**src/verilog/floppy_port_regs.vh**
```
// constants for the floppy host command port: instruction codes, command
// word fields, function codes and transfer timing.
// assumes a 25 MHz sys_clk and 12-bit accumulator words, bit 0 as msb.
//
// Behaviour
// select instruction picks drive pair A for accumulator bit 11 zero, else B.
// command load copies accumulator into interface register, then clears accumulator.
// command load with bit 4 zero starts function in bits 8-10 on chosen drive.
// no new function starts while previous one runs; processor waits.
// command bit 7 chooses drive 0 or drive 1.
// command bit 5 chooses 12-bit words (0) or 8-bit words (1).
// function codes: fill, empty, write, read, unused, status, deleted write, error reg.
// sector holds 64 words in 12-bit mode, 128 in 8-bit; pad with zeros.
// next word request comes 23 us (12-bit) or 18 us (8-bit) after service.
// pending word request waits forever for the processor.
// skip instructions test word-request, fault and complete flags.
// irq enable write loads interrupt enable from accumulator bit 11.
// command load with bit 4 set sets maintenance; go suppressed, data to accumulator.
// maintenance cleared by initialize or command load with bit 4 zero.
// maintenance forces skip flags set; skips keep them; they stay set after.
// interrupt request whenever complete flag and interrupt enable are both set.
// initialize clears every flag and the interrupt enable.
// interface register holds loaded value after command loads in maintenance.
// processor leaves maintenance with initialize; uses it only for register loopback.
// fill buffer requests each word; processor skips, then supplies; device stores.
// after last word status goes to interface register and complete sets.
// complete and new commands wait for full word count.
// empty buffer clears status bits 10,11, presents each word with request set.
// data word move exchanges one word per direction line, mode length, acknowledges drive.
// skip with flag set advances past one instruction, clears flag outside maintenance.
// fault flag sets together with complete when the drive reports a failure.
`ifndef FLOPPY_PORT_REGS_VH
`define FLOPPY_PORT_REGS_VH

// instruction low octal digit (device code 75 decoded outside)
`define OP_SELECT 3'h0
`define OP_COMMAND_LOAD 3'h1
`define OP_DATA_WORD_MOVE 3'h2
`define OP_SKIP_REQUEST 3'h3
`define OP_SKIP_FAULT 3'h4
`define OP_SKIP_COMPLETE 3'h5
`define OP_IRQ_ENABLE_WRITE 3'h6
`define OP_INITIALIZE 3'h7

// accumulator bit n (msb-first numbering) is vector index 11-n
`define AC_BIT11 0
`define AC_BIT4 7
`define AC_BIT5 6
`define AC_BIT7 4
`define FUNC_LSB 1
`define FUNC_MSB 3

// function codes
`define FN_FILL 3'h0
`define FN_EMPTY 3'h1
`define FN_WRITE 3'h2
`define FN_READ 3'h3
`define FN_UNUSED 3'h4
`define FN_STATUS 3'h5
`define FN_WRITE_DEL 3'h6
`define FN_ERROR_REG 3'h7

// sector lengths in words
`define WORDS_12BIT 8'h40
`define WORDS_8BIT 8'h80
`define LAST_12BIT 7'h3f
`define LAST_8BIT 7'h7f

// status bits 10 and 11 cleared by empty buffer
`define STATUS_CLEAR_MASK 12'hffc

// word request spacing
`define CLK_MHZ 25
`define GAP_12BIT_US 23
`define GAP_8BIT_US 18
// cycle counts sized to the 14-bit gap counter: 23 us and 18 us at 25 MHz
`define GAP_12BIT_CYC 14'h023f
`define GAP_8BIT_CYC 14'h01c2

`define ZERO12 12'h000

`endif

```
**src/verilog/floppy_host_command_port.v**
```verilog
// processor-side port of a dual floppy subsystem: decodes the 675x group,
// holds the command word, flags, interrupt enable and maintenance state.
// assumes ioStrobe pulses one cycle per instruction and the drive
// controller handshakes with go/ack and reports done/fault levels.
`timescale 1ns/10ps
`include "floppy_port_regs.vh"

module floppy_host_command_port
(
  input wire sys_clk,
  input wire resetn,
  input wire ioStrobe,
  input wire [2:0] ioOp,
  input wire [11:0] acIn,
  output reg [11:0] acOut,
  output wire acLoad,
  output wire skipTaken,
  output wire irqRequest,
  output reg pairSelect,
  output reg unitChoiceBit,
  output reg eightBitMode,
  output reg [2:0] funcCode,
  output reg [11:0] ifaceWord,
  output reg maintActive,
  output reg busy,
  output reg wordRequestFlag,
  output reg faultFlag,
  output reg completeFlag,
  output reg irqEnable,
  output reg [6:0] wordIndex,
  output reg bufWrite,
  input wire [11:0] bufReadData,
  input wire [11:0] statusWord,
  input wire driveGoAck,
  input wire driveDone,
  input wire driveFault,
  input wire [11:0] driveWord,
  output reg driveGo,
  output reg driveAck
);

  localparam ST_IDLE = 3'h0;
  localparam ST_WAIT_REQ = 3'h1;
  localparam ST_GAP = 3'h2;
  localparam ST_FINISH = 3'h3;
  localparam ST_DRIVE = 3'h4;

  reg rstMeta;
  reg rstSync;
  reg [2:0] state_reg;
  reg [2:0] state_next;
  reg [13:0] gapCount_reg;
  reg [11:0] extended_status_word;

  // returns 1 when op code matches a strobed instruction
  function isOp;
    input strobe;
    input [2:0] op;
    input [2:0] want;
    begin
      isOp = strobe & (op == want);
    end
  endfunction

  wire opSelect = isOp(ioStrobe, ioOp, `OP_SELECT);
  wire opLoad = isOp(ioStrobe, ioOp, `OP_COMMAND_LOAD);
  wire opMove = isOp(ioStrobe, ioOp, `OP_DATA_WORD_MOVE);
  wire opSkipReq = isOp(ioStrobe, ioOp, `OP_SKIP_REQUEST);
  wire opSkipFault = isOp(ioStrobe, ioOp, `OP_SKIP_FAULT);
  wire opSkipDone = isOp(ioStrobe, ioOp, `OP_SKIP_COMPLETE);
  wire opIrq = isOp(ioStrobe, ioOp, `OP_IRQ_ENABLE_WRITE);
  wire opInit = isOp(ioStrobe, ioOp, `OP_INITIALIZE);
  wire loadMaint = acIn[`AC_BIT4];
  wire [2:0] newFunc = acIn[`FUNC_MSB:`FUNC_LSB];
  wire fnBuffer = (funcCode == `FN_FILL) | (funcCode == `FN_EMPTY);
  wire [6:0] lastIndex = eightBitMode ? `LAST_8BIT : `LAST_12BIT;
  wire [13:0] gapCycles = eightBitMode ? `GAP_8BIT_CYC : `GAP_12BIT_CYC;
  // new function accepted only when no function runs; maintActive loads on every command load,
  // ifaceWord too unless an empty-buffer start, an empty-buffer gap end, ST_FINISH or drive done overwrites it
  wire loadOk = opLoad & ~busy;

  // skip answers combinationally in the instruction cycle
  assign skipTaken = (opSkipReq & wordRequestFlag) | (opSkipFault & faultFlag)
    | (opSkipDone & completeFlag);
  assign irqRequest = completeFlag & irqEnable;
  assign acLoad = opLoad | opMove;

  // reset release through two flops
  always @(posedge sys_clk or negedge resetn)
  begin
    if (!resetn)
    begin
      rstMeta <= 1'b0;
      rstSync <= 1'b0;
    end
    else
    begin
      rstMeta <= 1'b1;
      rstSync <= rstMeta;
    end
  end

  // sequencer for buffer and drive functions
  always @*
  begin
    state_next = state_reg;
    case (state_reg)
      ST_IDLE:
        if (loadOk & ~loadMaint)
          state_next = (newFunc == `FN_FILL || newFunc == `FN_EMPTY) ? ST_WAIT_REQ : ST_DRIVE;
      ST_WAIT_REQ:
        if (opMove & ~maintActive)
          state_next = (wordIndex == lastIndex) ? ST_FINISH : ST_GAP;
      ST_GAP:
        if (gapCount_reg == 14'h0001)
          state_next = ST_WAIT_REQ;
      ST_FINISH:
        state_next = ST_IDLE;
      ST_DRIVE:
        if (driveDone)
          state_next = ST_IDLE;
      default:
        state_next = ST_IDLE;
    endcase
    if (opInit)
      state_next = ST_IDLE;
  end

  // main register process
  always @(posedge sys_clk or negedge rstSync)
  begin
    if (!rstSync)
    begin
      state_reg <= ST_IDLE;
      gapCount_reg <= 14'h0000;
      acOut <= `ZERO12;
      pairSelect <= 1'b0;
      unitChoiceBit <= 1'b0;
      eightBitMode <= 1'b0;
      funcCode <= `FN_FILL;
      ifaceWord <= `ZERO12;
      maintActive <= 1'b0;
      busy <= 1'b0;
      wordRequestFlag <= 1'b0;
      faultFlag <= 1'b0;
      completeFlag <= 1'b0;
      irqEnable <= 1'b0;
      wordIndex <= 7'h00;
      bufWrite <= 1'b0;
      driveGo <= 1'b0;
      driveAck <= 1'b0;
      extended_status_word <= `ZERO12;
    end
    else
    begin
      state_reg <= state_next;
      bufWrite <= 1'b0;
      driveAck <= 1'b0;
      acOut <= `ZERO12;
      if (driveGoAck)
        driveGo <= 1'b0;
      if (opSelect)
        pairSelect <= acIn[`AC_BIT11];
      if (opIrq)
        irqEnable <= acIn[`AC_BIT11];
      if (opLoad)
      begin
        ifaceWord <= acIn;
        maintActive <= loadMaint;
      end
      if (loadOk & ~loadMaint)
      begin
        unitChoiceBit <= acIn[`AC_BIT7];
        eightBitMode <= acIn[`AC_BIT5];
        funcCode <= newFunc;
        busy <= 1'b1;
        completeFlag <= 1'b0;
        faultFlag <= 1'b0;
        wordIndex <= 7'h00;
        // status copy taken from the drive at function start
        if (newFunc == `FN_EMPTY)
        begin
          extended_status_word <= statusWord & `STATUS_CLEAR_MASK;
          ifaceWord <= bufReadData;
        end
        else
          extended_status_word <= statusWord;
        if (newFunc == `FN_FILL || newFunc == `FN_EMPTY)
          wordRequestFlag <= 1'b1;
        else
          driveGo <= 1'b1;
      end
      // skip clears its flag outside maintenance
      if (skipTaken & ~maintActive)
      begin
        if (opSkipReq)
          wordRequestFlag <= 1'b0;
        if (opSkipFault)
          faultFlag <= 1'b0;
        if (opSkipDone)
          completeFlag <= 1'b0;
      end
      // data word move
      if (opMove)
      begin
        if (maintActive | completeFlag | funcCode != `FN_FILL)
          acOut <= ifaceWord;
        if (~maintActive & busy & fnBuffer & state_reg == ST_WAIT_REQ)
        begin
          if (funcCode == `FN_FILL)
          begin
            ifaceWord <= eightBitMode ? {4'h0, acIn[7:0]} : acIn;
            bufWrite <= 1'b1;
          end
          gapCount_reg <= gapCycles;
        end
        else if (~maintActive & busy)
          driveAck <= 1'b1;
      end
      if (state_reg == ST_GAP)
      begin
        gapCount_reg <= gapCount_reg - 14'h0001;
        if (gapCount_reg == 14'h0001)
        begin
          wordIndex <= wordIndex + 7'h01;
          wordRequestFlag <= 1'b1;
          if (funcCode == `FN_EMPTY)
            ifaceWord <= bufReadData;
        end
      end
      if (state_reg == ST_FINISH)
      begin
        ifaceWord <= extended_status_word;
        completeFlag <= 1'b1;
        busy <= 1'b0;
      end
      if (state_reg == ST_DRIVE && driveDone)
      begin
        extended_status_word <= statusWord;
        ifaceWord <= (funcCode == `FN_ERROR_REG) ? driveWord : statusWord;
        completeFlag <= 1'b1;
        faultFlag <= driveFault;
        busy <= 1'b0;
        driveGo <= 1'b0;
      end
      // maintenance forces skip flags, overriding skip and load clears; initialize still clears
      if (maintActive)
      begin
        wordRequestFlag <= 1'b1;
        faultFlag <= 1'b1;
        completeFlag <= 1'b1;
      end
      if (opInit)
      begin
        wordRequestFlag <= 1'b0;
        faultFlag <= 1'b0;
        completeFlag <= 1'b0;
        irqEnable <= 1'b0;
        maintActive <= 1'b0;
        busy <= 1'b0;
        driveGo <= 1'b0;
      end
    end
  end

endmodule // floppy_host_command_port

```
**config.mk**
```make
export PLATFORM = sky130hd
export DESIGN_NAME = floppy_host_command_port
export DESIGN_NICKNAME = d
export VERILOG_FILES = /design/src/verilog/floppy_host_command_port.v
export VERILOG_INCLUDE_DIRS = /design/src /design/src/verilog
export SDC_FILE = /design/constraint.sdc
export NUM_CORES = 1
export LEC_CHECK = 0
export CORE_ASPECT_RATIO = 1.2
export CORE_MARGIN = 2
export CORE_UTILIZATION = 50
export DETAILED_ROUTE_END_ITERATION = 7
export DONT_BUFFER_PORTS = 1
export GPL_TIMING_DRIVEN = 0
export PLACE_DENSITY = 0.64
export SYNTH_ARGS = -nofsm -noshare
export SYNTH_HDL_FRONTEND = slang
export SYNTH_SLANG_ARGS = --single-unit
```
**constraint.sdc**
```tcl
create_clock -name sys_clk -period 2.7 [get_ports sys_clk]
set_clock_uncertainty 0.05 [all_clocks]
set_input_delay 0.27 -clock sys_clk [delete_from_list [all_inputs] [get_ports sys_clk]]
set_output_delay 0.27 -clock sys_clk [all_outputs]
set_load 0.02 [all_outputs]
```
==> flow_metrics.py <==
metrics = {
    "finish": {
        "syn2layout_area_growth_pct": 12.2,
        "final_util_pct": 58.1,
        "largest_reg_flops": 14,
        "drive_gt1_share_pct": 11.9,
        "register_area_um2": 1930,
        "multi_input_area_um2": 2140,
        "nNetsFinal": 541,
        "diodes": 0,
        "fill_cells": 735,
    },
    "floorplan": {
        "dieArea_um2": 9200,
        "std_cell_rows": 36,
        "io_pins": 106,
        "initial_core_util_pct": 51.8,
        "fp.coreArea_um2": 8150,
        "dieHeight_um": 105,
        "die_w_um": 87.9,
    },
    "sta": {
        "final_max_slew_viol_count": 0,
        "min_period_ns": 2.36,
        "fin_setup_tns_ns": 0,
        "finalHoldViolCount": 1,
        "slew_headroom_pct": 54.2,
        "period_share_pct": 87.6,
        "max_freq_ghz": 0.423,
        "finalSetupViolCount": 0,
        "holdWs_ns": -0.00281,
        "worstMarginPinSlew_ns": 0.683,
        "rsz0062_at_grt": "false",
    },
    "synthesis": {
        "synthFlopType": "dfrtp_1",
        "syn_inst": 455,
        "ys_types": 70,
        "synth_edf_count": 0,
        "yosys.area_share.simple_pct": 24.6,
        "synth_fa_ha_area_share_pct": 0.889,
        "synth_xor_area_share_pct": 0.207,
        "syn-num-nets": 515,
        "ys_seq_area_share_pct": 45.6,
        "syn_avg_cell_area_um2": 9.28,
        "synth_compound_area_share_pct": 19.9,
        "synth_warnings": 0,
        "synth_seq_cells": 77,
        "synth_top_area_cell": "dfrtp_1",
        "synthMuxAreaShare_pct": 5.15,
        "yosys.area.top_type_share_pct": 45.6,
        "synth_top_family_by_area": "simple AND/OR/NAND/NOR gates",
        "synthArstFlopShare_pct": 100,
        "synthesis.area_um2": 4220,
        "synth.area.top_cells": "dfrtp_1 46%, nand2_1 3.8%, a21oi_1 3.7%",
    },
    "critical_path": {
        "cp.required_ns": 2.90,
        "start_kind": "flip-flop",
        "cp-startpoint": "busy",
        "cp_slowest_cell": "dfrtp_1",
        "worstSetupPathType": "flip-flop to flip-flop",
        "r2r_start": "busy",
        "critPathMaxStageDelay_ns": 0.56,
        "end_kind": "flip-flop",
        "crit_chain": "or2_2 -> clkbuf_1 -> nor2_2 -> nor2_1 -> buf_2 -> mux2_2",
        "cp_num_buf_inv": 2,
        "cp_max_fo": 10,
        "r2r_slack_ns": 0.34,
        "crit_family": "buffers and inverters",
        "arrival_ns": 2.56,
    },
    "global_route": {
        "grt_max_degree": 49,
        "grt_overflow": 0,
        "antenna_found_initial": 0,
        "grt_usage_pct": 26.0,
        "first_global_vias": 3646,
        "grt_pass1_wl_um": 18800,
    },
    "drt": {
        "vias": 3646,
        "drt-total-wl_um": 11700,
        "drt_drc_violations_left": 0,
        "initialDrtViolationCount": 197,
        "drtAntennaViolNets": 0,
        "firstDrtPassIters": 6,
        "vias_per_cell": 6.08,
        "wl_per_cell_um": 19.5,
    },
    "min_path": {
        "hold_start": "acIn[6]",
        "hold_path.class": "input port to flip-flop",
    },
    "clock_network": {
        "clk_latency_ns": 0.36,
        "tritoncts": "done",
        "cts_buffer_depth": 2,
        "cts_buffers": 9,
        "htreeDepth": 3,
        "path_clk_slew_ns": 0.08,
        "cts_resized": 0,
        "cts_sinks": 77,
        "cts_root_buffer": "clkbuf_8",
    },
    "placement": {
        "port_buffers": 0,
        "gp_congestion": 0.872,
        "dpl.hpwl_um": 8650,
    },
    "flow_run": {
        "cap_viol_max_count": 0,
    },
    "power_and_ir_drop": {
        "power.density_nw_per_um2": 817,
        "ir_worst_vdd_mv": 0.377,
        "leakage_uw": 0.00189,
    },
    "status": {
        "status": "finished, violations left",
        "violations": "negative hold slack",
    },
}
[worst paths after layout]
check | endpoint | depth (start not counted)
worst max-delay path | extended_status_word[7] | 6
worst min-delay path | eightBitMode | 2
worst max register to register | extended_status_word[7] | 6
worst min register to register | faultFlag | 0
max in group asynchronous | gapCount_reg[11] | 1
min in group asynchronous | rstSync | 1
[repair_timing]
item / in CTS / in global routing
hold buffers: 8 / 6
hold endpoints to repair: 9 / 6
buffers inserted: 0 / 0
[routing by layer]
layer	part of all wire (%)	vias to the layer above	track usage, %
li1	-	1728	-
met1	39	1771	31.2
met2	50	119	42.3
met3	6.9	28	7.74
met4	3.7	0	11.6
met5	0	-	0
[cells in the final DEF (no fill, tap or decap), types with 5 or more instances in the layout]
master	synthesis	routed
buf_2	6	6
clkbuf_1	13	14
dlygate4sd3_1	0	14
clkbuf_8	1	11
a31oi_1	12	12
nor3_1	9	9
dfrtp_1	77	76
a21oi_1	31	31
a211oi_1	13	13
o21ai_0	30	30
a311oi_1	5	5
mux2_2	10	10
nor2_1	32	32
nand2_1	43	43
mux2i_1	6	6
o31ai_1	6	6
nand3_1	24	24
nand2b_1	7	7
inv_1	6	6
and2_1	17	17
o21ai_1	18	18
[power breakdown]
| part | internal (uW) | total (uW) | leakage, uW | switching, uW |
|---|---|---|---|---|
| Combinational | 431 | 884 | 0.000854 | 453 |
| Sequential | 1500 | 2090 | 0.000944 | 591 |
| Clock | 454 | 898 | 0.0000959 | 444 |
[cell type report]
class	instances	area share, %
Multi-Input combinational cell	347	45.3
Timing Repair Buffer	15	3.54
Sequential cell	77	40.7
Inverter	6	0.475
Clock buffer	11	2.98
Clock inverter	5	1.24
Tap cell	114	3.01
Buffer	25	2.75
[Yosys cell counts (7+ instances only)]
cell      instances
mux2_2           10
a211oi_1         13
dfrtp_1          77
nand2_1          43
o21ai_1          18
nor3_1            9
clkbuf_1         13
a31oi_1          12
a21oi_1          31
nor2_1           32
nand2b_1          7
nand3_1          24
o21ai_0          30
and2_1           17
[through the flow]
stage	instance area (um2)	setup WS, ns	total power [uW]	std cells
final	4740	0.335	3870	600
after global routing	4740	0.254	4120	600
after CTS	4680	0.382	3880	594
after detailed placement	4400	0.399	2980	570
after global placement	4370	-0.538	2940	569
after floorplan	4220	0.347	2710	455
[cell families after synthesis]
group	after synthesis
AO/OA/AOI/OAI	136
XOR/XNOR	1
adder cells (fa/ha/maj)	3
buffers and inverters	31
flip-flops	77
multiplexers	20
other	1
AND/OR/NAND/NOR	186
No activity file was read; power rests on OpenSTA's default activity.
